<file path="src/rtl/uartc_pkg.sv">
/*
 Constants, register map, field layouts and state types for the serial
 transmit/receive enable control block.
 Assumes a classic Wishbone master with 32-bit data and a single system clock.
*/
// How it works
// - Receive-full flag with its enable and its mask bit set raises the interrupt request.
// - Line-quiet flag with its enable and its mask bit set raises the interrupt request.
// - Transmitter starts pending characters with or without transmit_enable; held breaks repeat only while it is set.
// - Enabled transmitter in normal mode drives the serial output pin.
// - Internal loopback releases the serial output pin to port use.
// - Single-wire mode: single_line_dir decides whether the pin transmits or receives.
// - Writing transmit_enable zero then one queues one idle character.
// - After disable, pin stays owned until pending data, idle, break finish.
// - Receiver runs only with rx_on; otherwise input pin goes to port use.
// - Writing rx_standby one parks receiver until the wakeup condition.
// - Wakeup is idle line, or set top data bit, by wakeup method.
// - Detected wakeup clears rx_standby in hardware.
// - While break_queue and transmit_enable both stay one, further break characters keep queueing.
// - One or two breaks may result from a short break_queue pulse.
// - Character length select picks eight or nine data bits, LSB first.
// - Control register is readable and writable at any time.
package uartc_pkg;

   // ****************************************
   // Register map (index; byte address is index times four)
   // ****************************************
   localparam int          ADR_W       = 5;
   localparam logic [2:0]  IDX_CTRL    = 3'h0;
   localparam logic [2:0]  IDX_CFG     = 3'h1;
   localparam logic [2:0]  IDX_STAT    = 3'h2;
   localparam logic [2:0]  IDX_MASK    = 3'h3;
   localparam logic [2:0]  IDX_TXD     = 3'h4;
   localparam logic [2:0]  IDX_RXD     = 3'h5;

   // ****************************************
   // Fields and reset values
   // ****************************************
   localparam int          ST_RXF      = 0;
   localparam int          ST_QUIET    = 1;
   localparam int          ST_INFO_LSB = 8;
   localparam logic [7:0]  CTRL_RST    = 8'h00;
   localparam logic [7:0]  CFG_RST     = 8'h00;
   localparam logic [1:0]  MASK_RST    = 2'h0;

   // ****************************************
   // Frame timing in bit times
   // ****************************************
   localparam logic [3:0]  FRAME8_BITS = 4'hA;
   localparam logic [3:0]  FRAME9_BITS = 4'hB;
   localparam logic [3:0]  RX8_SAMPLES = 4'h9;
   localparam logic [3:0]  RX9_SAMPLES = 4'hA;
   localparam logic [10:0] SH_MARK     = 11'h7FF;
   localparam logic [10:0] BRK8_FRAME  = 11'h400;
   localparam logic [10:0] BRK9_FRAME  = 11'h000;

   typedef struct packed {
      logic [1:0] rsvd;
      logic       rx_full_irq_en;
      logic       line_quiet_irq_en;
      logic       transmit_enable;
      logic       rx_on;
      logic       rx_standby;
      logic       break_queue;
   } uartc_ctrl_t;

   typedef struct packed {
      logic [2:0] rsvd;
      logic       loopback_sel;
      logic       rx_source_sel;
      logic       single_line_dir;
      logic       char9;
      logic       wake_mark;
   } uartc_cfg_t;

   typedef enum logic {TX_IDLE = 1'b0, TX_SHIFT = 1'b1} uartc_tx_st_t;
   typedef enum logic [1:0] {RX_IDLE = 2'b00, RX_START = 2'b01, RX_DATA = 2'b10} uartc_rx_st_t;

endpackage : uartc_pkg

</file>
<file path="src/rtl/uartc_core.sv">
/*
 Serial transmit/receive enable control with a minimal shifter pair,
 Wishbone classic register slave and one level interrupt.
 Assumes rxd_i and txd_i come from pins (synchronised here) and that the
 port mux outside honours the pin ownership outputs.
*/
`timescale 1ns/1ps
`default_nettype none
module uartc_core
   import uartc_pkg::*;
#(
   parameter int unsigned BIT_DIV = 16
)(
   input  wire logic              clk_sys_i,
   input  wire logic              rst_n_i,
   input  wire logic              wb_cyc_i,
   input  wire logic              wb_stb_i,
   input  wire logic              wb_we_i,
   input  wire logic [3:0]        wb_sel_i,
   input  wire logic [ADR_W-1:0]  wb_adr_i,
   input  wire logic [31:0]       wb_dat_i,
   output logic                   wb_ack_o,
   output logic      [31:0]       wb_dat_o,
   output logic                   irq_o,
   output logic                   txd_o,
   output logic                   txd_oe_n_o,
   input  wire logic              txd_i,
   input  wire logic              rxd_i,
   output logic                   tx_pin_owned_o,
   output logic                   rx_pin_owned_o
);

   localparam int TMW = $clog2(BIT_DIV + 1);

   // ****************************************
   // State
   // ****************************************
   uartc_ctrl_t   ctrl,     next_ctrl;
   uartc_cfg_t    cfg,      next_cfg;
   logic [1:0]    stat,     next_stat;
   logic [1:0]    mask,     next_mask;
   logic [8:0]    txb,      next_txb;
   logic          txb_full, next_txb_full;
   logic          brk_pend, next_brk_pend;
   logic          idl_pend, next_idl_pend;
   logic          ack,      next_ack;
   logic [31:0]   dat,      next_dat;
   uartc_tx_st_t  tx_st,    next_tx_st;
   logic [10:0]   tx_sh,    next_tx_sh;
   logic [3:0]    tx_cnt,   next_tx_cnt;
   logic [TMW-1:0] div_cnt, next_div_cnt;
   uartc_rx_st_t  rx_st,    next_rx_st;
   logic [TMW-1:0] rx_tm,   next_rx_tm;
   logic [3:0]    rx_n,     next_rx_n;
   logic [9:0]    rx_sh,    next_rx_sh;
   logic [8:0]    rx_data,  next_rx_data;
   logic [3:0]    q_cnt,    next_q_cnt;
   logic          armed,    next_armed;
   logic          rxd_s1, rxd_s2, txd_s1, txd_s2, rx_prev;

   logic          acc, wr, rd, bit_tick, loop_int, single_wire;
   logic          take_brk, take_idl, take_dat, tx_busy, tx_owned;
   logic          rx_line, rx_done, quiet_evt, rx_wake;
   logic [3:0]    flen, nsamp;
   logic [9:0]    rx_sh_n;

   assign acc         = wb_cyc_i & wb_stb_i & ~ack;
   assign wr          = acc & wb_we_i & wb_sel_i[0];
   assign rd          = acc & ~wb_we_i;
   assign bit_tick    = (div_cnt == '0);
   assign loop_int    = cfg.loopback_sel & ~cfg.rx_source_sel;
   assign single_wire = cfg.loopback_sel & cfg.rx_source_sel;
   assign flen        = cfg.char9 ? FRAME9_BITS : FRAME8_BITS;
   assign nsamp       = cfg.char9 ? RX9_SAMPLES : RX8_SAMPLES;
   assign tx_busy     = (tx_st == TX_SHIFT);

   // ****************************************
   // Pin ownership and interrupt
   // ****************************************
   // Pending work keeps the pin after transmit_enable falls
   assign tx_owned       = ctrl.transmit_enable | tx_busy | txb_full | brk_pend | idl_pend;
   assign tx_pin_owned_o = tx_owned & ~loop_int;
   assign txd_oe_n_o     = ~(tx_pin_owned_o & (~single_wire | cfg.single_line_dir));
   assign txd_o          = tx_sh[0];
   assign rx_pin_owned_o = ctrl.rx_on & ~cfg.loopback_sel;
   assign irq_o          = |(stat & mask & {ctrl.line_quiet_irq_en, ctrl.rx_full_irq_en});
   assign wb_ack_o       = ack;
   assign wb_dat_o       = dat;

   // ****************************************
   // Register slave
   // ****************************************
   always_comb
   begin
      next_ctrl     = ctrl;
      next_cfg      = cfg;
      next_stat     = stat;
      next_mask     = mask;
      next_txb      = txb;
      next_txb_full = txb_full & ~take_dat;
      next_brk_pend = brk_pend & ~take_brk;
      next_idl_pend = idl_pend & ~take_idl;
      next_ack      = acc;
      next_dat      = dat;
      if (rx_wake)
         next_ctrl.rx_standby = 1'b0;
      if (wr && wb_adr_i[4:2] == IDX_STAT)
         next_stat = stat & ~wb_dat_i[1:0];
      if (rd && wb_adr_i[4:2] == IDX_RXD)
         next_stat[ST_RXF] = 1'b0;
      // Set after clear so an event in the clearing cycle survives
      if (rx_done)
         next_stat[ST_RXF] = 1'b1;
      if (quiet_evt)
         next_stat[ST_QUIET] = 1'b1;
      if (wr)
      begin
         case (wb_adr_i[4:2])
            IDX_CTRL:
            begin
               next_ctrl      = uartc_ctrl_t'(wb_dat_i[7:0]);
               next_ctrl.rsvd = 2'h0;
               if (!ctrl.break_queue && wb_dat_i[0])
                  next_brk_pend = 1'b1;
               if (!ctrl.transmit_enable && wb_dat_i[3])
                  next_idl_pend = 1'b1;
            end
            IDX_CFG:
            begin
               next_cfg      = uartc_cfg_t'(wb_dat_i[7:0]);
               next_cfg.rsvd = 3'h0;
            end
            IDX_MASK:
               next_mask = wb_dat_i[1:0];
            IDX_TXD:
            begin
               next_txb      = {wb_dat_i[8] & wb_sel_i[1], wb_dat_i[7:0]};
               next_txb_full = 1'b1;
            end
            default:
               next_txb = txb;
         endcase
      end
      if (rd)
      begin
         case (wb_adr_i[4:2])
            IDX_CTRL: next_dat = {24'h0, ctrl};
            IDX_CFG:  next_dat = {24'h0, cfg};
            IDX_STAT: next_dat = {18'h0, tx_busy, txb_full, brk_pend, idl_pend,
                                  tx_pin_owned_o, rx_pin_owned_o, 6'h0, stat};
            IDX_MASK: next_dat = {30'h0, mask};
            IDX_TXD:  next_dat = {23'h0, txb};
            IDX_RXD:  next_dat = {23'h0, rx_data};
            default:  next_dat = 32'h0;
         endcase
      end
   end

   always_ff @(posedge clk_sys_i or negedge rst_n_i)
   begin
      if (!rst_n_i)
      begin
         ctrl     <= uartc_ctrl_t'(CTRL_RST);
         cfg      <= uartc_cfg_t'(CFG_RST);
         stat     <= 2'h0;
         mask     <= MASK_RST;
         txb      <= 9'h000;
         txb_full <= 1'b0;
         brk_pend <= 1'b0;
         idl_pend <= 1'b0;
         ack      <= 1'b0;
         dat      <= 32'h0;
      end
      else
      begin
         ctrl     <= next_ctrl;
         cfg      <= next_cfg;
         stat     <= next_stat;
         mask     <= next_mask;
         txb      <= next_txb;
         txb_full <= next_txb_full;
         brk_pend <= next_brk_pend;
         idl_pend <= next_idl_pend;
         ack      <= next_ack;
         dat      <= next_dat;
      end
   end

   // ****************************************
   // Transmitter
   // ****************************************
   // Break has priority over idle, idle over data; shift fills with mark
   always_comb
   begin
      next_tx_st   = tx_st;
      next_tx_sh   = tx_sh;
      next_tx_cnt  = tx_cnt;
      next_div_cnt = bit_tick ? TMW'(BIT_DIV - 1) : div_cnt - 1'b1;
      take_brk     = 1'b0;
      take_idl     = 1'b0;
      take_dat     = 1'b0;
      if (bit_tick)
      begin
         case (tx_st)
            TX_IDLE:
            begin
               next_tx_cnt = flen;
               if (brk_pend || (ctrl.break_queue && ctrl.transmit_enable))
               begin
                  take_brk   = 1'b1;
                  next_tx_sh = cfg.char9 ? BRK9_FRAME : BRK8_FRAME;
                  next_tx_st = TX_SHIFT;
               end
               else if (idl_pend)
               begin
                  take_idl   = 1'b1;
                  next_tx_sh = SH_MARK;
                  next_tx_st = TX_SHIFT;
               end
               else if (txb_full)
               begin
                  take_dat   = 1'b1;
                  next_tx_sh = {1'b1, cfg.char9 ? txb[8] : 1'b1, txb[7:0], 1'b0};
                  next_tx_st = TX_SHIFT;
               end
            end
            TX_SHIFT:
            begin
               next_tx_sh  = {1'b1, tx_sh[10:1]};
               next_tx_cnt = tx_cnt - 1'b1;
               if (tx_cnt == 4'h1)
                  next_tx_st = TX_IDLE;
            end
            default:
               next_tx_st = TX_IDLE;
         endcase
      end
   end

   always_ff @(posedge clk_sys_i or negedge rst_n_i)
   begin
      if (!rst_n_i)
      begin
         tx_st   <= TX_IDLE;
         tx_sh   <= SH_MARK;
         tx_cnt  <= 4'h0;
         div_cnt <= '0;
      end
      else
      begin
         tx_st   <= next_tx_st;
         tx_sh   <= next_tx_sh;
         tx_cnt  <= next_tx_cnt;
         div_cnt <= next_div_cnt;
      end
   end

   // ****************************************
   // Receiver
   // ****************************************
   // Internal loopback listens to the shifter, single-wire to the pin
   assign rx_line = cfg.loopback_sel ? (cfg.rx_source_sel ? txd_s2 : tx_sh[0]) : rxd_s2;
   assign rx_sh_n = {rx_line, rx_sh[9:1]};

   always_comb
   begin
      next_rx_st   = rx_st;
      next_rx_tm   = rx_tm;
      next_rx_n    = rx_n;
      next_rx_sh   = rx_sh;
      next_rx_data = rx_data;
      next_q_cnt   = q_cnt;
      next_armed   = armed;
      rx_done      = 1'b0;
      quiet_evt    = 1'b0;
      rx_wake      = 1'b0;
      case (rx_st)
         RX_IDLE:
         begin
            if (!rx_line)
               next_q_cnt = 4'h0;
            else if (bit_tick && q_cnt != flen)
            begin
               next_q_cnt = q_cnt + 1'b1;
               if (q_cnt + 1'b1 == flen)
               begin
                  if (ctrl.rx_standby && !cfg.wake_mark)
                     rx_wake = 1'b1;
                  if (armed && !ctrl.rx_standby)
                  begin
                     quiet_evt  = 1'b1;
                     next_armed = 1'b0;
                  end
               end
            end
            if (rx_prev && !rx_line)
            begin
               next_rx_st = RX_START;
               next_rx_tm = TMW'(BIT_DIV / 2);
            end
         end
         RX_START:
         begin
            next_rx_tm = rx_tm - 1'b1;
            if (rx_tm == '0)
            begin
               next_rx_st = rx_line ? RX_IDLE : RX_DATA;
               next_rx_tm = TMW'(BIT_DIV - 1);
               next_rx_n  = 4'h0;
            end
         end
         RX_DATA:
         begin
            next_rx_tm = rx_tm - 1'b1;
            if (rx_tm == '0)
            begin
               next_rx_tm = TMW'(BIT_DIV - 1);
               next_rx_sh = rx_sh_n;
               next_rx_n  = rx_n + 1'b1;
               if (rx_n + 1'b1 == nsamp)
               begin
                  next_rx_st = RX_IDLE;
                  next_q_cnt = 4'h0;
                  // Standby discards characters unless the top data bit wakes it
                  if (!ctrl.rx_standby || (cfg.wake_mark && rx_sh_n[8]))
                  begin
                     rx_wake      = ctrl.rx_standby;
                     rx_done      = 1'b1;
                     next_armed   = 1'b1;
                     next_rx_data = cfg.char9 ? rx_sh_n[8:0] : {1'b0, rx_sh_n[8:1]};
                  end
               end
            end
         end
         default:
            next_rx_st = RX_IDLE;
      endcase
      if (!ctrl.rx_on)
      begin
         next_rx_st = RX_IDLE;
         next_q_cnt = 4'h0;
      end
   end

   always_ff @(posedge clk_sys_i or negedge rst_n_i)
   begin
      if (!rst_n_i)
      begin
         rxd_s1  <= 1'b1;
         rxd_s2  <= 1'b1;
         txd_s1  <= 1'b1;
         txd_s2  <= 1'b1;
         rx_prev <= 1'b1;
         rx_st   <= RX_IDLE;
         rx_tm   <= '0;
         rx_n    <= 4'h0;
         rx_sh   <= 10'h000;
         rx_data <= 9'h000;
         q_cnt   <= 4'h0;
         armed   <= 1'b0;
      end
      else
      begin
         rxd_s1  <= rxd_i;
         rxd_s2  <= rxd_s1;
         txd_s1  <= txd_i;
         txd_s2  <= txd_s1;
         rx_prev <= rx_line;
         rx_st   <= next_rx_st;
         rx_tm   <= next_rx_tm;
         rx_n    <= next_rx_n;
         rx_sh   <= next_rx_sh;
         rx_data <= next_rx_data;
         q_cnt   <= next_q_cnt;
         armed   <= next_armed;
      end
   end

endmodule : uartc_core
`default_nettype wire

</file>
<file path="config.mk">
export PLATFORM = sky130hd
export DESIGN_NAME = uartc_core
export DESIGN_NICKNAME = d
export VERILOG_FILES = /design/src/rtl/uartc_pkg.sv /design/src/rtl/uartc_core.sv
export SDC_FILE = /design/constraint.sdc
export NUM_CORES = 1
export LEC_CHECK = 0
export BUFFER_PORTS_ARGS = -buffer_cell sky130_fd_sc_hd__buf_2
export CORE_MARGIN = 8
export CORE_UTILIZATION = 50
export CTS_BUF_LIST = sky130_fd_sc_hd__clkbuf_16
export CTS_CLUSTER_DIAMETER = 120
export DETAILED_ROUTE_END_ITERATION = 7
export GPL_TIMING_DRIVEN = 0
export PLACE_DENSITY_LB_ADDON = 0.2
export SKIP_CTS_REPAIR_TIMING = 1
export SLEW_MARGIN = 20
export SYNTH_ARGS = -nofsm -noshare
export SYNTH_HDL_FRONTEND = slang
export SYNTH_SLANG_ARGS = --single-unit
</file>
<file path="constraint.sdc">
create_clock -name clk_sys_i -period 4.1 [get_ports clk_sys_i]
set_input_delay 0.82 -clock clk_sys_i [delete_from_list [all_inputs] [get_ports clk_sys_i]]
set_output_delay 0.82 -clock clk_sys_i [all_outputs]
set_load 0.01 [all_outputs]
</file>
### After elaboration in Yosys (flattened, before gate mapping)

Index checks and enable logic that the tools add are counted.

| word-level totals | value |
|---|---|
| register bits | 121 |
| word-level logic and storage cells | 231 |

| operators by class | value |
|---|---|
| add/subtract/negate cells | 5 |
| equality and inequality tests | 27 |
| mux-type cells | 89 |
| bitwise operators | 34 |
| reduce and logical (&&, ||, !) cells | 40 |

Operators by type and width:

| cell | number |
|---|---|
| one-hot mux 14 bit (6 select lines) | 1 |
| 2-to-1 mux 1 bit | 54 |
| 2-to-1 mux 11 bit | 4 |
| 2-to-1 mux 4 bit | 7 |
| one-hot mux 4 bit (2 select lines) | 3 |
| one-hot mux 11 bit (2 select lines) | 1 |
| 2-to-1 mux 2 bit | 10 |
| != test 2 bit, second input constant | 9 |
| 2-to-1 mux 5 bit | 3 |
| AND 1 bit | 14 |
| AND reduction 2 bit | 7 |
| != test 3 bit, second input constant | 4 |
| AND reduction 4 bit | 3 |
| inverter 1 bit | 11 |
| logical AND 1 bit | 10 |
| zero test 5 bit | 2 |
| one-hot mux 5 bit (2 select lines) | 1 |
| subtractor 5 x 1 -> 5 bit, second input constant | 2 |
| 2-to-1 mux 9 bit | 1 |
| adder 4 x 1 -> 4 bit, second input constant | 2 |
| equality test 4 bit | 2 |
| != test 4 bit, second input constant | 2 |
| AND reduction 8 bit | 1 |
| nonzero test 2 bit | 4 |
| 21 further kinds | 37 |

### Logic depth before layout (Yosys ltp)

| depth | value |
|---|---|
| depth in word-level cells | 10 |
| gate-level depth with buffers | 8 |
| mapped depth without buffers | 7 |

### Worst setup path after synthesis

No wires, ideal clock.

| timing | value |
|---|---|
| path kind | input to register |
| start | input port wb_stb_i |
| end | register ctrl[4] (netlist bit) |
| setup time | 125 ps |
| arrival time | 1981 ps |
| required time | 3975 ps |
| slack | 1995 ps |
| cell stages on the path | 6 |
| cell sequence | and3b_1 -> buf_2 -> nand4b_1 -> nor3_1 -> buf_2 -> mux2_2 |

| between the ends | value |
|---|---|
| word-level cells in the longest chain between the ends | 5 |

Ends and longest elaborated chain:

| element | RTL line | RTL |
|---|---|---|
| start, declared | uartc_core.sv:17 | `input wire logic wb_stb_i,` |
| AND 1 bit (2 in a row) | uartc_core.sv:67 | `assign acc = wb_cyc_i & wb_stb_i & ~ack;` |
| net acc | uartc_core.sv:61 | `logic acc, wr, rd, bit_tick, loop_int, single_wire;` |
| AND 1 bit (2 in a row) | uartc_core.sv:68 | `assign wr = acc & wb_we_i & wb_sel_i[0];` |
| AND reduction 2 bit (no source line) | n/a |  |
| end signal, assigned | uartc_core.sv:163 | `ctrl <= uartc_ctrl_t'(CTRL_RST);` |
| end signal, assigned | uartc_core.sv:176 | `ctrl <= next_ctrl;` |
| end, declared | uartc_core.sv:38 | `uartc_ctrl_t ctrl, next_ctrl;` |

The timed path passes the listed nets, and every way through them passes these cells.
A chain may end at the register's enable or synchronous reset.

### Worst setup path in the final report

| timing | value |
|---|---|
| start | register idl_pend |
| end | output port txd_oe_n_o |

| between the ends | value |
|---|---|
| word-level cells in the longest chain between the ends | 4 |

Ends and longest elaborated chain:

| element | RTL line | RTL |
|---|---|---|
| start, declared | uartc_core.sv:45 | `logic idl_pend, next_idl_pend;` |
| start signal, assigned | uartc_core.sv:183 | `idl_pend <= next_idl_pend;` |
| bitwise OR 1 bit | uartc_core.sv:81 | `assign tx_owned = ctrl.transmit_enable \| tx_busy \| txb_full \| brk_pend \| idl_pend;` |
| AND 1 bit | uartc_core.sv:82 | `assign tx_pin_owned_o = tx_owned & ~loop_int;` |
| AND 1 bit | uartc_core.sv:83 | `assign txd_oe_n_o = ~(tx_pin_owned_o & (~single_wire \| cfg.single_line_dir));` |
| inverter 1 bit | uartc_core.sv:83 |  |
| end, declared | uartc_core.sv:26 | `output logic txd_oe_n_o,` |

No other way between the ends.

==> out/results.ini <==
[timing]
relSlewSlack = 0.5339
rsz0062_at_grt = no
period_share = 0.6586
clock.fmax_ghz = 0.3703
clock_skew_ns = 0.005146
timing.setup.tns_ns = 0
min_period_ns = 2.700
hold_viol = 0
slew_violations = 0
worst_slack_ns = 1.400
worst_slew_pin_slew_ns = 0.6815
setup_viol = 0

[logic_synthesis]
yosys_warnings = 0
syn_area_per_cell_um2 = 10.22
synthCells = 512
synth_edf_count = 0
ys.flop_type = dfrtp_1
ys_ff_latch = 102
seq_area_frac_synth = 0.4917
ys_async_sr_fraction = 1.000
ys_types = 64
synth_area_um2 = 5231

[detailed_routing]
drt.antenna.violating_nets = 0
wirelength_mm = 11.44
dr.pass1.iters = 5
wl_per_cell_um = 15.88
vias = 3931
via_per_inst = 5.460
drc = 0
drt_iter0_markers = 205

[global_route]
grt_usage = 0.1699
grt_antenna_before_repair = 0
grt_pass1_wl_mm = 19.45
overflow = 0
grt_max_degree = 59
grt_pass1_vias = 3950

[die]
core-area_um2 = 10230
die_x_um = 118.3
start_util = 0.5113
io_pins = 86
dieHeight_um = 118.3
core.rowCount = 37
die_area_um2 = 13990

[layout]
drive_gt1_frac = 0.2397
syn_to_final_growth_pct = 14.21
fin_nets = 639
finalNonFillerCells = 720
layout_common_cells = dfrtp_1, nand2_1, nor2_1
final_common_cell = dfrtp_1
final_area_um2 = 5974
antennaDiodeCount = 0
fillers = 895

[critical_path]
worst-path-buf-inv = 1
setup.worst_path.end_class = output port
worst_path_dominant_cell_family = simple AND/OR/NAND/NOR gates
required_ns = 3.28
path_cells = or4_1 > nor2_1 > a21oi_1 > o21ai_0 > buf_2
r2r_cells = 6
arrival_ns = 1.88
path_class = register to output port
max_stage_delay_ns = 0.55
cp-start-kind = register
cp_slowest_cell = or4_1
reg2reg_to = armed
worstPathMaxFanout = 5
rrSetupSlack_ns = 1.83
r2r-start = div_cnt[0]

[cts]
clk_pin_slew_worst_paths_ns = 0.07
cts_tree = done
clock_path_buffers = 2
root_buffer = clkbuf_16
clk_latency_ns = 0.35
cts_buffers = 9
htree_levels = 3
clkSinkCount = 102

[placed_design]
io_buffers = 38
dp_cells = 704
globalplace.congestion = 0.8259
pre_cts_slack_ns = 1.675
place_hpwl_mm = 8.478
placed_cell_area_um2 = 5689

[worst_hold_path]
hp-class = register to register
hp-start = txd_s1
whs_endpoint = txd_s2
whs_path_depth = 0

[outcome]
status = complete, no violations

[pwr]
ir_drop_mv = 0.2737
power_density_nw_per_um2 = 448.0
leakage_nw = 2.757

[run]
maxCapViolations = 0

## Yosys cell counts, types with 2 or more instances
library cell,count,area [um2]
clkbuf_1,14,52.55
a2111oi_0,2,17.52
o21a_1,2,15.01
a21o_1,2,15.01
buf_2,9,45.04
xnor2_1,5,43.79
buf_1,2,7.510
a22o_1,10,87.58
buf_4,19,142.6
o31ai_1,4,30.03
nand2_1,53,198.9
dfrtp_1,86,2152
mux2i_1,18,180.2
dfstp_2,16,420.4
mux4_2,4,90.09
o21ai_0,30,150.1
nor2_1,47,176.4
o21ai_1,3,15.01
a22oi_1,2,15.01
nor3_1,8,40.04
a21oi_1,40,200.2
nand3_1,18,90.09
a211oi_1,2,15.01
a31o_2,2,17.52
inv_1,19,71.32
o211ai_1,3,22.52
nand4b_1,3,26.28
nand2b_1,2,12.51
nand3b_1,4,30.03
nor4b_4,2,47.55
or3_1,2,12.51
mux2_2,26,292.8
a31oi_1,2,12.51
nand4_1,3,18.77
a32o_1,2,20.02
ha_1,12,150.1
and3_1,2,12.51
nor2b_1,6,37.54
## registers in the layout (all words and copies together) (netlist names), 2 cells and up
signal,cells
wb_dat_o,14
mask,2
rx_data,9
q_cnt,4
txb,9
ctrl,6
div_cnt,5
stat,2
cfg,5
rx_n,4
rx_tm,5
rx_st,2
tx_cnt,4
rx_sh,9
tx_sh,11
## report_power, final
part	total [mW]	internal, mW	switching (mW)
logic	0.645	0.279	0.367
registers	1.22	1.11	0.111
clock network	0.813	0.419	0.394
## how the worst max path moves through the flow
stage / from / end / slack (ns) / cells after the start
2_1_floorplan: wb_stb_i / ctrl[4] / 1.99 / 6
3_3_place_gp: rst_n_i / rx_sh[8] / 1.09 / 1
3_5_place_dp: wb_adr_i[3] / stat[0] / 1.68 / 6
4_1_cts: idl_pend / txd_oe_n_o / 1.38 / 5
5_1_grt: idl_pend / txd_oe_n_o / 1.30 / 5
6_report: idl_pend / txd_oe_n_o / 1.40 / 5
## cell families (layout without fill, tap and decap cells)
family	Yosys count	in the layout	share of synthesized area
AND/OR/NAND/NOR	160	160	0.1504
other	1	18	0.0007168
adder cells (fa/ha/maj)	12	12	0.02870
buffers and inverters	64	119	0.06314
flip-flops	102	102	0.4917
AO/OA/AOI/OAI	119	119	0.1476
XOR/XNOR	6	6	0.01005
multiplexers	48	48	0.1076
## routing by layer
layer | GRT usage | up-vias | part of all wire
met1 | 0.2236 | 1928 | 0.46
met4 | 0.06485 | 0 | 0.019
li1 | - | 1909 | -
met2 | 0.2661 | 78 | 0.47
met5 | 0 | - | 0
met3 | 0.04141 | 16 | 0.052
## per-stage QoR
stage | power (mW) | hold WS [ns] | util
after floorplan | 1.689 | 0.3452 | -
after global placement | 1.852 | 0.3468 | 0.5528
after detailed placement | 1.885 | 0.3503 | 0.5561
after CTS | 2.707 | 0.3595 | 0.5840
after global routing | 2.827 | 0.3611 | 0.5840
final | 2.677 | 0.3575 | 0.5840
## area by class of cell
| type | instances | area [um2] | area share |
|---|---|---|---|
| sequential | 102 | 2572 | 0.4306 |
| multi-input combinational | 363 | 2392 | 0.4004 |
| buffer | 45 | 259.0 | 0.04335 |
| timing repair buffer | 39 | 224.0 | 0.03749 |
| tap | 136 | 170.2 | 0.02848 |
| inverter | 19 | 71.32 | 0.01194 |
| clock buffer | 9 | 225.2 | 0.03770 |
| clock inverter | 7 | 60.06 | 0.01005 |
No activity file was read; power rests on OpenSTA's default activity.
